[src/rtl/pacs_pkg.sv]
/*
 * constants and types for the peak adc conversion sequencer:
 * timing, register offsets, field positions, state encoding.
 * assumes a 100 MHz system clock.
 */
package pacs_pkg;

   // ***************************************************
   // timing
   // ***************************************************
   localparam int CLK_NS = 10;
   localparam int SETTLE_NS = 600;
   localparam int DIGIT_NS = 6000;
   localparam int CLEAR_NS = 600;
   localparam int CONV_FULL_NS = 5700;
   localparam int CONV_HALF_NS = 2800;
   localparam int SETTLE_CYC = (SETTLE_NS + CLK_NS - 1) / CLK_NS;
   localparam int DIGIT_CYC = DIGIT_NS / CLK_NS;
   localparam int CLEAR_CYC = (CLEAR_NS + CLK_NS - 1) / CLK_NS;

   // ***************************************************
   // register map and fields
   // ***************************************************
   localparam logic [7:0] CTRL_OFS = 8'h00;
   localparam logic [7:0] SLIDE_OFS = 8'h04;
   localparam logic [7:0] STAT_OFS = 8'h08;
   localparam logic [7:0] THR_BASE = 8'h80;
   localparam int CTRL_SLIDE_BIT = 0;
   localparam int CTRL_UNDER_BIT = 1;
   localparam int CTRL_OVF_BIT = 2;
   localparam int CTRL_FINE_BIT = 3;
   localparam logic [3:0] CTRL_RST = 4'h0;
   localparam int THR_KILL_BIT = 8;
   localparam logic [8:0] THR_RST = 9'h000;
   localparam int WORD_OVF_BIT = 12;
   localparam int WORD_BELOW_BIT = 13;
   localparam logic [11:0] VALID_MAX = 12'h0F00;

   // sequencer states
   typedef enum logic [2:0] {ST_IDLE, ST_ACQ, ST_SETTLE, ST_CONV, ST_CLEAR} pacs_state_t;

endpackage

[src/rtl/pacs_sequencer.sv]
/*
 * peak adc conversion sequencer with its event fifo.
 * assumes adc results and overflow flags are synchronous to clk_i and
 * valid at the end of each conversion step; gate_i is an async pin.
 */
`timescale 1ns/10ps

// ***************************************************
// fifo
// ***************************************************
module pacs_fifo #(
   parameter int WIDTH = 21,
   parameter int DEPTH = 4
) (
   // clock and reset
   input wire logic clk_i,
   input wire logic rst_i,
   // write side
   input wire logic in_valid_i,
   output logic in_ready_o,
   input wire logic [WIDTH-1:0] in_data_i,
   // read side
   output logic out_valid_o,
   input wire logic out_ready_i,
   output logic [WIDTH-1:0] out_data_o,
   output logic [$clog2(DEPTH):0] count_o
);
   localparam int AW = $clog2(DEPTH);
   logic [WIDTH-1:0] mem_r [DEPTH];
   logic [AW-1:0] wp_r;
   logic [AW-1:0] rp_r;
   logic [AW:0] cnt_r;
   logic push;
   logic pop;

   // handshakes
   assign in_ready_o = (cnt_r != (AW+1)'(DEPTH));
   assign out_valid_o = (cnt_r != '0);
   assign push = in_valid_i && in_ready_o;
   assign pop = out_valid_o && out_ready_i;
   assign out_data_o = mem_r[rp_r];
   assign count_o = cnt_r;

   // storage
   always_ff @(posedge clk_i)
   begin
      if (push)
      begin
         mem_r[wp_r] <= in_data_i;
      end
   end

   // pointers and fill level
   always_ff @(posedge clk_i)
   begin
      if (rst_i)
      begin
         wp_r <= '0;
         rp_r <= '0;
         cnt_r <= '0;
      end
      else
      begin
         if (push)
         begin
            wp_r <= (wp_r == AW'(DEPTH - 1)) ? '0 : wp_r + 1'b1;
         end
         if (pop)
         begin
            rp_r <= (rp_r == AW'(DEPTH - 1)) ? '0 : rp_r + 1'b1;
         end
         cnt_r <= cnt_r + (AW+1)'(push) - (AW+1)'(pop);
      end
   end
endmodule

// ***************************************************
// sequencer top
// ***************************************************
module pacs_sequencer #(
   parameter int NCH = 32,
   parameter int CONV_NS = (NCH == 32) ? pacs_pkg::CONV_FULL_NS : pacs_pkg::CONV_HALF_NS,
   parameter int FIFO_DEPTH = 4
) (
   // clock and reset
   input wire logic clk_i,
   input wire logic rst_i,
   // wishbone slave
   input wire logic [7:0] wb_adr_i,
   input wire logic [31:0] wb_dat_i,
   output logic [31:0] wb_dat_o,
   input wire logic [3:0] wb_sel_i,
   input wire logic wb_we_i,
   input wire logic wb_cyc_i,
   input wire logic wb_stb_i,
   output logic wb_ack_o,
   // analogue front end
   input wire logic gate_i,
   output logic acq_o,
   output logic clear_o,
   output logic [11:0] slide_o,
   // converters
   output logic adc_start_o,
   output logic [$clog2(NCH/2)-1:0] mux_sel_o,
   input wire logic [11:0] adc_a_i,
   input wire logic [11:0] adc_b_i,
   input wire logic adc_ovf_a_i,
   input wire logic adc_ovf_b_i,
   // event memory stream
   output logic ev_valid_o,
   input wire logic ev_ready_i,
   output logic [20:0] ev_data_o,
   output logic busy_o
);
   localparam int HALF = NCH / 2;
   localparam int SW = $clog2(HALF);
   localparam int CW = $clog2(NCH);
   localparam int STEP_CYC = (CONV_NS / pacs_pkg::CLK_NS) / HALF;

   pacs_pkg::pacs_state_t state_r;
   logic [3:0] ctrl_r;
   logic [8:0] thr_r [NCH];
   logic [11:0] slide_r;
   logic g1_r, g2_r, g3_r;
   logic [9:0] tmr_r;
   logic [9:0] dig_r;
   logic [7:0] cnt_r;
   logic [SW-1:0] step_r;
   logic sub_r, done_r;
   logic out_vld_r;
   logic [20:0] out_word_r;
   logic fifo_ready;
   logic [$clog2(FIFO_DEPTH):0] fifo_cnt;
   logic stall, capture, ack_r;
   logic [31:0] dat_r;
   logic [CW-1:0] ch;
   logic [11:0] raw, corr;
   logic ovf, below, keep;
   logic [20:0] word;

   // ***************************************************
   // gate synchroniser
   // ***************************************************
   always_ff @(posedge clk_i)
   begin
      if (rst_i)
      begin
         g1_r <= 1'b0;
         g2_r <= 1'b0;
         g3_r <= 1'b0;
      end
      else
      begin
         g1_r <= gate_i;
         g2_r <= g1_r;
         g3_r <= g2_r;
      end
   end

   // ***************************************************
   // sequencer
   // ***************************************************
   assign stall = out_vld_r && !fifo_ready;
   assign capture = (state_r == pacs_pkg::ST_CONV) && !stall && !done_r
      && (cnt_r == 8'(STEP_CYC - 1));

   // phase control: idle, acquire, settle, convert, clear
   always_ff @(posedge clk_i)
   begin
      if (rst_i)
      begin
         state_r <= pacs_pkg::ST_IDLE;
         tmr_r <= '0;
      end
      else
      begin
         unique case (state_r)
            pacs_pkg::ST_IDLE:
            begin
               if (g2_r && !g3_r)
               begin
                  state_r <= pacs_pkg::ST_ACQ;
               end
            end
            pacs_pkg::ST_ACQ:
            begin
               tmr_r <= '0;
               if (!g2_r)
               begin
                  state_r <= pacs_pkg::ST_SETTLE;
               end
            end
            pacs_pkg::ST_SETTLE:
            begin
               tmr_r <= tmr_r + 1'b1;
               if (tmr_r == 10'(pacs_pkg::SETTLE_CYC - 1))
               begin
                  state_r <= pacs_pkg::ST_CONV;
               end
            end
            pacs_pkg::ST_CONV:
            begin
               tmr_r <= '0;
               if (!stall && done_r && dig_r >= 10'(pacs_pkg::DIGIT_CYC - 1))
               begin
                  state_r <= pacs_pkg::ST_CLEAR;
               end
            end
            pacs_pkg::ST_CLEAR:
            begin
               tmr_r <= tmr_r + 1'b1;
               if (tmr_r == 10'(pacs_pkg::CLEAR_CYC - 1))
               begin
                  state_r <= pacs_pkg::ST_IDLE;
               end
            end
         endcase
      end
   end

   // conversion stepping; stalls while the fifo refuses a result
   always_ff @(posedge clk_i)
   begin
      if (rst_i || state_r != pacs_pkg::ST_CONV)
      begin
         dig_r <= '0;
         cnt_r <= '0;
         step_r <= '0;
         sub_r <= 1'b0;
         done_r <= 1'b0;
      end
      else if (!stall)
      begin
         dig_r <= dig_r + 1'b1;
         if (!capture)
         begin
            cnt_r <= done_r ? cnt_r : cnt_r + 1'b1;
         end
         else if (!sub_r)
         begin
            sub_r <= 1'b1;
         end
         else
         begin
            sub_r <= 1'b0;
            cnt_r <= '0;
            if (step_r == SW'(HALF - 1))
            begin
               done_r <= 1'b1;
            end
            else
            begin
               step_r <= step_r + 1'b1;
            end
         end
      end
   end

   // one gate line for all channels; clear only after digitisation
   assign acq_o = (state_r == pacs_pkg::ST_ACQ);
   assign clear_o = (state_r == pacs_pkg::ST_CLEAR);
   assign busy_o = (state_r != pacs_pkg::ST_IDLE);
   assign mux_sel_o = step_r;
   assign adc_start_o = (state_r == pacs_pkg::ST_CONV) && !done_r && cnt_r == '0 && !sub_r
      && !stall; // one pulse per step, none while stalled
   assign slide_o = slide_r;

   // sliding offset moves once per event; zero when disabled
   always_ff @(posedge clk_i)
   begin
      if (rst_i || !ctrl_r[pacs_pkg::CTRL_SLIDE_BIT])
      begin
         slide_r <= '0;
      end
      else if (clear_o && tmr_r == '0)
      begin
         slide_r <= {4'h0, slide_r[7:0] + 8'h01};
      end
   end

   // ***************************************************
   // result filter
   // ***************************************************
   always_comb
   begin
      ch = sub_r ? CW'(step_r) + CW'(HALF) : CW'(step_r);
      raw = sub_r ? adc_b_i : adc_a_i;
      ovf = sub_r ? adc_ovf_b_i : adc_ovf_a_i;
      corr = (raw >= slide_r) ? raw - slide_r : 12'h000;
      if (ctrl_r[pacs_pkg::CTRL_SLIDE_BIT] && corr > pacs_pkg::VALID_MAX)
      begin
         ovf = 1'b1;
      end
      if (ctrl_r[pacs_pkg::CTRL_FINE_BIT])
      begin
         below = corr < {3'h0, thr_r[ch][7:0], 1'b0};
      end
      else
      begin
         below = corr < {thr_r[ch][7:0], 4'h0};
      end
      keep = !thr_r[ch][pacs_pkg::THR_KILL_BIT]
         && (!ovf || ctrl_r[pacs_pkg::CTRL_OVF_BIT])
         && (!below || ctrl_r[pacs_pkg::CTRL_UNDER_BIT]);
      word = {5'(ch), 2'b00, below, ovf, corr};
   end

   // result register in front of the fifo
   always_ff @(posedge clk_i)
   begin
      if (rst_i)
      begin
         out_vld_r <= 1'b0;
         out_word_r <= '0;
      end
      else if (capture)
      begin
         out_vld_r <= keep;
         out_word_r <= word;
      end
      else if (fifo_ready)
      begin
         out_vld_r <= 1'b0;
      end
   end

   pacs_fifo #(.WIDTH(21), .DEPTH(FIFO_DEPTH)) u_fifo (
      .clk_i(clk_i),
      .rst_i(rst_i),
      .in_valid_i(out_vld_r),
      .in_ready_o(fifo_ready),
      .in_data_i(out_word_r),
      .out_valid_o(ev_valid_o),
      .out_ready_i(ev_ready_i),
      .out_data_o(ev_data_o),
      .count_o(fifo_cnt)
   );

   // ***************************************************
   // wishbone registers
   // ***************************************************
   always_ff @(posedge clk_i)
   begin
      if (rst_i)
      begin
         ack_r <= 1'b0;
         dat_r <= '0;
         ctrl_r <= pacs_pkg::CTRL_RST;
         for (int i = 0; i < NCH; i++)
         begin
            thr_r[i] <= pacs_pkg::THR_RST;
         end
      end
      else
      begin
         ack_r <= wb_cyc_i && wb_stb_i && !ack_r;
         dat_r <= '0;
         if (wb_cyc_i && wb_stb_i && !ack_r)
         begin
            if (wb_adr_i >= pacs_pkg::THR_BASE && {1'b0, wb_adr_i[7:2]} < 7'(32 + NCH))
            begin
               dat_r <= {23'h0, thr_r[wb_adr_i[CW+1:2]]};
               if (wb_we_i && wb_sel_i[0])
               begin
                  thr_r[wb_adr_i[CW+1:2]][7:0] <= wb_dat_i[7:0];
               end
               if (wb_we_i && wb_sel_i[1])
               begin
                  thr_r[wb_adr_i[CW+1:2]][8] <= wb_dat_i[8];
               end
            end
            else if (wb_adr_i == pacs_pkg::CTRL_OFS)
            begin
               dat_r <= {28'h0, ctrl_r};
               if (wb_we_i && wb_sel_i[0])
               begin
                  ctrl_r <= wb_dat_i[3:0];
               end
            end
            else if (wb_adr_i == pacs_pkg::SLIDE_OFS)
            begin
               dat_r <= {20'h0, slide_r};
            end
            else if (wb_adr_i == pacs_pkg::STAT_OFS)
            begin
               dat_r <= {24'h0, 1'b0, 4'(fifo_cnt), state_r};
            end
         end
      end
   end

   assign wb_ack_o = ack_r;
   assign wb_dat_o = dat_r;
endmodule

[config.mk]
export PLATFORM = sky130hd
export DESIGN_NAME = pacs_sequencer
export DESIGN_NICKNAME = d
export VERILOG_FILES = /design/src/rtl/pacs_pkg.sv /design/src/rtl/pacs_sequencer.sv
export SDC_FILE = /design/constraint.sdc
export NUM_CORES = 1
export LEC_CHECK = 0
export BUFFER_PORTS_ARGS = -buffer_cell sky130_fd_sc_hd__buf_2
export CORE_ASPECT_RATIO = 1.5
export CORE_UTILIZATION = 40
export CTS_BUF_LIST = sky130_fd_sc_hd__clkbuf_8
export DETAILED_ROUTE_END_ITERATION = 10
export GPL_ROUTABILITY_DRIVEN = 0
export SETUP_SLACK_MARGIN = 0.02
export SLEW_MARGIN = 10
export SYNTH_ARGS = -nofsm -noshare
export SYNTH_HDL_FRONTEND = slang
export SYNTH_SLANG_ARGS = --single-unit
[constraint.sdc]
create_clock -name clk_i -period 9.2 [get_ports clk_i]
set_clock_uncertainty 0.05 [all_clocks]
set_input_delay 1.38 -clock clk_i [delete_from_list [all_inputs] [get_ports clk_i]]
set_output_delay 1.38 -clock clk_i [all_outputs]
set_load 0.02 [all_outputs]
==> run_results.csv, run 1 <==
group,metric,value,unit
layout,drive_gt1_share,23.04,%
layout,ff_latch_area,12760,um^2
clocking,cts.path.max_buffers,3,
layout,fin_cells,2705,
layout,utilization,44.32,%
floorplanning,die-area,60360,um^2
global_routing,grt_start_max_net_pins,84,
clocking,root_buffer,"clkbuf_8",
worst_hold_path,hp-start,"g1_r",
critical_path,crit_required,9.67,ns
run,maxCapViolCount,0,
worst_hold_path,hp-class,"flip-flop to flip-flop",
drt,viasPerCell,5.638,
drt,drt_wl_total,64970,um
placement,placed_area,24740,um^2
run_status,status,"complete, no violations",
drt,drtIter0Drc,1205,
yosys,yosysMostFrequentCell,"edfxtp_1",
yosys,ys_seq_area_share,53.70,%
floorplanning,io_pins,152,
critical_path,path_cells,"buf_4, nand2b_1, a211oi_1, a2111oi_0, nor3_1, ha_1, or3_1, or3_1, o211a_1, o41a_1, o31a_1",
drt,ant_nets,0,
global_routing,met3_usage,3.939,%
global_routing,grt_usage,21.68,%
critical_path,slowest_stage,"dfxtp_4",
global_routing,grt_pass1_wl,97410,um
placement,place_hpwl,45540,um
yosys,syn_avg_cell_area,13.16,um^2
yosys,ys_ff_latch,455,
power_and_ir_drop,power_density,171.0,nW/um^2
sta,tightestPinTransition,1.054,ns
power_and_ir_drop,peakVddDrop,0.08603,mV
yosys,synthCells,1805,
layout,nNetsFinal,1988,
clocking,htree_levels,3,
drt,drc,0,
power_and_ir_drop,power.leakage,9.100,nW
sta,period_share,55.70,%
global_routing,grt_pass1_vias,15600,
critical_path,path_max_fanout,39,
drt,dr.pass1.iters,8,
yosys,yosys_most_used_dff,"edfxtp_1",
sta,rsz0062_at_grt,"no",
worst_hold_path,worstHoldPathCells,1,
layout,area_growth,9.706,%
layout,multi_input_area,10240,um^2
floorplanning,fp.dieW,200.9,um
global_routing,grt_util_met1,24.16,%
yosys,syn-cell-area,23750,um^2
global_routing,antenna_found_initial,3,
critical_path,r2r_start,"mux_sel_o[0]",
clocking,cts_setup_buffers,0,
clocking,cts_buffers,71,
yosys,synth_top_area_share,46.03,%
yosys,synth_common_cells,"364 x edfxtp_1, 264 x and2_1, 172 x mux4_2, 172 x nor2_1, 91 x dfxtp_1",
sta,min_period,5.124,ns
power_and_ir_drop,p_total,4.454,mW
layout,nFillCells,5309,
sta,final_hold_viol_count,0,
critical_path,cp-end-kind,"flip-flop",
global_routing,top_usage_layer,"met2",
global_routing,met2_usage,39.51,%
floorplanning,initial_core_util,40.40,%
floorplanning,fp.dieH,300.4,um
clocking,insertion_delay,0.64,ns
global_routing,grt_overflow,0,
critical_path,reg2reg_to,"out_vld_r",
placement,placed_cells,2578,
critical_path,crit_start,"mux_sel_o[0]",
placement,port_buffers,97,
critical_path,startpoint_type,"flip-flop",
critical_path,max_stage_delay,0.85,ns
drt,wl_per_cell,24.02,um
sta,slew_headroom,27.89,%
floorplanning,coreArea,58780,um^2
sta,fmaxAchievable,195.2,MHz
clocking,cts-resized-gates,0,
sta,slew_viol_final,0,
clocking,clock-sinks,455,
yosys,ys_top_cells_by_area,"edfxtp_1 46%, mux4_2 16%, dfxtp_1 7.7%",
critical_path,r2r_cells,11,
floorplanning,rows,109,
worst_hold_path,worst_hold_path.endpoint,"g2_r",
clocking,cts_tree,"done",
sta,tns,0,ns
critical_path,cp_common_cell,"or3_1",
yosys,synth_cell_type_count,69,
clocking,clkTransAtPathRegs,0.06,ns
critical_path,critPathKind,"flip-flop to flip-flop",
critical_path,rrSetupSlack,4.08,ns
yosys,async_flop_share,0,%
yosys,synth_edf_count,364,
sta,setup_violations,0,
drt,vias,15250,
critical_path,crit_arrival,5.60,ns
yosys,synth_top_area_cell,"edfxtp_1",
layout,stdcell_area,26050,um^2
yosys,yosysWarnings,0,
clocking,cts_hold_buf,0,
power breakdown:
part / internal (mW) / leakage (nW) / total, mW / switching [mW]
clock: 0.815 / 0.767 / 1.63 / 0.812
combinational: 0.205 / 3.98 / 0.503 / 0.298
sequential: 2.27 / 4.35 / 2.32 / 0.0492
total: 3.29 / 9.10 / 4.45 / 1.16
per-layer routing:
| metal | vias up | part of all wire [%] |
|---|---|---|
| met2 | 629 | 53 |
| li1 | 6819 | - |
| met3 | 144 | 6.4 |
| met4 | 0 | 4.7 |
| met5 | - | 0 |
| met1 | 7660 | 36 |
layout make-up:
cell class              instances  area share [%]
flip-flops and latches        455           48.99
inverters                      27          0.3890
well taps                     777           3.732
diodes                          1        0.009606
clock buffers                  75           3.963
repair buffers                119           2.526
clock inverters                51           1.071
multi-input cells            1200           39.32
state kept, by name, indices dropped and copies added (netlist names), 3 cells and up, named ones only:
signal / cells
mux_sel_o: 4
thr_r: 288
u_fifo.mem_r: 76
state_r: 3
cnt_r: 8
u_fifo.count_o: 3
dig_r: 10
wb_dat_o: 9
tmr_r: 10
slide_o: 8
ctrl_r: 4
out_word_r: 19
worst max-delay path by stage:
stage / endpoint / cells past startpoint
floorplan: out_vld_r / 21
global placement: out_vld_r / 13
detailed placement: out_vld_r / 13
CTS: out_vld_r / 11
global route: out_vld_r / 12
finish: out_vld_r / 11
cell usage in the layout (no fill, tap or decap), drive strengths merged, types with 3 or more instances in the layout:
| master | n |
|---|---|
| or2 | 37 |
| xor2 | 16 |
| nor3b | 4 |
| conb | 29 |
| nor2 | 172 |
| inv | 58 |
| o2111ai | 3 |
| a21oi | 44 |
| nand3b | 3 |
| mux2i | 30 |
| buf | 119 |
| o21ai | 21 |
| a22oi | 30 |
| mux2 | 16 |
| a21o | 4 |
| nand4 | 18 |
| xnor2 | 18 |
| clkbuf | 75 |
| o21bai | 34 |
| mux4 | 172 |
| a211o | 3 |
| nand2 | 84 |
| or3 | 9 |
| edfxtp | 364 |
| nor2b | 23 |
| ha | 35 |
| a211oi | 9 |
| a31oi | 4 |
| nor3 | 20 |
| a22o | 3 |
| nand2b | 9 |
| a2111oi | 4 |
| and2 | 264 |
| o31ai | 4 |
| clkinv | 17 |
| dfxtp | 91 |
| nand3 | 29 |
| nor4 | 5 |
| and3 | 13 |
worst max-delay path: cells and delay by family, from the launching register on:
family                     cells  cell delay [ns]
buffers and inverters          1             0.68
adders and majority gates      1             0.27
and+or+nand+nor                4             1.28
DFF                            1             0.85
AOI/OAI and AO/OA              5             1.80
metrics by stage:
step	hold WS (ns)	worst slack, ns
after global routing	0.4484	3.970
after global placement	0.4181	3.628
after detailed placement	0.4247	3.572
after floorplan	0.3638	4.168
after CTS	0.4370	4.184
final	0.4254	4.076
cell families (layout without fill, tap and decap cells):
kind of cell,count (synthesis),count (layout),share of synthesized area (%)
and+or+nand+nor,698,698,15.58
muxes,218,218,18.39
AOI/OAI and AO/OA,184,184,5.412
buffers and inverters,178,272,3.630
other,1,30,0.01579
DFF,455,455,53.70
adders and majority gates,37,37,2.013
xor gates and xnor gates,34,34,1.254
Note: power is estimated with default switching activity, not from simulation.
==> run 2: changes to the inputs <==
==> constraint.sdc (replaced) <==
create_clock -name clk_i -period 4.3 [get_ports clk_i]
set_clock_uncertainty 0.05 [all_clocks]
set_input_delay 0.645 -clock clk_i [delete_from_list [all_inputs] [get_ports clk_i]]
set_output_delay 0.645 -clock clk_i [all_outputs]
set_load 0.02 [all_outputs]
==> run 2 against run 1 <==
  * Combinational power is 120% higher
  * Fmax grew 26%
  * First-iteration DRC count fell by 3.9%
  * Flip-flop and latch count did not move
  * Final area up 2.1%
  * Sequential power up 110%
  * Highest routed layer unchanged
  * Sequential share of layout area shrank 1.0 points
  * Register-to-register slack lost 3.9 ns
  * Final cell count grew 2.6%
  * Clock power up 110%
  * Largest cell class unchanged
  * Worst setup slack worse by 3.9 ns
  * Global-route usage grew 0.69 points
==> run_results.csv, run 2 (synthesized netlist as in run 1, its figures left out) <==
group,metric,value,unit
sta,slew_headroom,29.50,%
layout,multi_input_area,10260,um^2
clocking,root_buffer,"clkbuf_8",
placement,placed_area,25320,um^2
floorplanning,coreArea,58780,um^2
global_routing,grt_overflow,0,
layout,nNetsFinal,2055,
clocking,insertion_delay,0.66,ns
power_and_ir_drop,power.leakage,9.453,nW
sta,final_hold_viol_count,0,
layout,layout_commonest_cell,"edfxtp_1",
sta,setup_violations,0,
layout,largest-register,"thr_r",
power_and_ir_drop,power_density,355.9,nW/um^2
clocking,clkTransAtPathRegs,0.08,ns
sta,layout_setup_ws,0.2203,ns
drt,drc,0,
global_routing,grt_pass1_wl,100000,um
critical_path,crit_arrival,4.57,ns
layout,layout_common_cells,"364 x edfxtp_1, 264 x and2_1, 172 x nor2_1, 172 x mux4_2, 94 x buf_2",
critical_path,path_max_fanout,9,
critical_path,cp-end-kind,"flip-flop",
drt,ant_nets,0,
clocking,cts_buffers,69,
sta,fmaxAchievable,245.1,MHz
layout,reg_top3,"thr_r (288), u_fifo.mem_r (76), out_word_r (19)",
layout,fin_cells,2774,
placement,port_buffers,97,
worst_hold_path,hp-class,"input port to flip-flop",
sta,tightestPinTransition,1.057,ns
power_and_ir_drop,peakVddDrop,0.1744,mV
drt,vias,15640,
layout,drive_gt1_share,25.86,%
placement,place_hpwl,48100,um
sta,hold_ws,0.1815,ns
drt,viasPerCell,5.638,
layout,stdcell_area,26610,um^2
floorplanning,initial_core_util,40.40,%
layout,area_growth,12.06,%
clocking,cts_hold_buf,0,
power_and_ir_drop,p_total,9.470,mW
critical_path,crit_required,4.79,ns
clocking,htree_levels,3,
run,maxCapViolCount,0,
drt,dr.pass1.iters,5,
run_status,status,"complete, no violations",
clocking,clock-sinks,455,
sta,min_period,4.080,ns
floorplanning,die-area,60360,um^2
placement,placed_cells,2645,
global_routing,antenna_found_initial,1,
floorplanning,rows,109,
floorplanning,fp.dieH,300.4,um
floorplanning,fp.dieW,200.9,um
placement,dp_slack,-0.02607,ns
sta,rsz0062_at_grt,"no",
layout,nFillCells,5338,
layout,largest_reg_flops,288,
drt,drt_wl_total,66830,um
sta,period_share,94.88,%
global_routing,grt_pass1_vias,16020,
global_routing,grt_usage,22.38,%
drt,drtIter0Drc,1158,
sta,slew_viol_final,0,
clocking,cts.path.max_buffers,3,
critical_path,startpoint_type,"flip-flop",
drt,wl_per_cell,24.09,um
floorplanning,io_pins,152,
global_routing,grt_start_max_net_pins,62,
clocking,cts_tree,"done",
critical_path,critPathKind,"flip-flop to flip-flop",
layout,ff_latch_area,12760,um^2
-- run 2: changes by cell type in the layout (fill, tap and decap cells not counted), moves of 2 or more --
cell	delta
bufinv_16	-2
buf_12	+5
buf_4	+63
inv_1	-3
clkinv_2	+4
inv_6	-3
clkbuf_8	+2
-- run 2: per-stage QoR --
step                       TNS, ns  util (%)
after floorplan                  0         -
after global placement           0     43.07
after detailed placement  -0.02607     43.07
after global routing             0     45.26
final                            0     45.27
after CTS                        0     45.22
-- run 2: area by class of cell --
| cell class | count | share of cell area, % |
|---|---|---|
| flip-flops and latches | 455 | 47.97 |
| multi-input cells | 1200 | 38.55 |
| repair buffers | 188 | 4.669 |
| well taps | 777 | 3.654 |
| diodes | 2 | 0.01881 |
| inverters | 27 | 0.3809 |
| clock inverters | 48 | 0.7711 |
| clock buffers | 77 | 3.983 |
-- run 2: path summary, 6_finish.rpt --
kind                              from  depth (start not counted)  slack [ns]        end
worst max-delay path             sub_r                         17        0.22  out_vld_r
worst min-delay path            gate_i                          2        0.18       g1_r
worst max register to register   sub_r                         17        0.22  out_vld_r
worst min register to register    g2_r                          1        0.42       g3_r
-- run 2: worst max-delay path: stages, from the launching register on --
cell and delay (ns):
dfxtp_4 0.41, mux2_2 0.36, ha_1 0.29, nor2b_1 0.14
o2111a_1 0.25, o32a_1 0.39, a211oi_2 0.30, mux2i_4 0.30
inv_2 0.06, ha_1 0.31, nand3_1 0.12, nor2_1 0.09
o21ai_0 0.08, o2111ai_1 0.13, a41oi_1 0.17, o21ai_0 0.12
o41a_1 0.14, o31a_1 0.28
-- run 2: per-layer routing --
layer  GRT usage [%]  vias up  part of all wire, %
met5               0        -                    0
met4           15.14        0                  6.9
met3           3.810      182                  5.5
met2           39.84      616                   51
met1           24.36     7877                   36
li1                -     6965                    -
-- run 2: power breakdown --
part	internal (mW)	leakage (nW)	switching, mW
Clock	1.65	0.741	1.74
Sequential	4.86	4.35	0.104
Combinational	0.463	4.36	0.655
-- run 2: repair_timing --
action,4_1_cts,5_1_grt
resized for setup,0,2
hold endpoints to repair,0,0
setup endpoints to repair,0,2
setup buffers,0,2
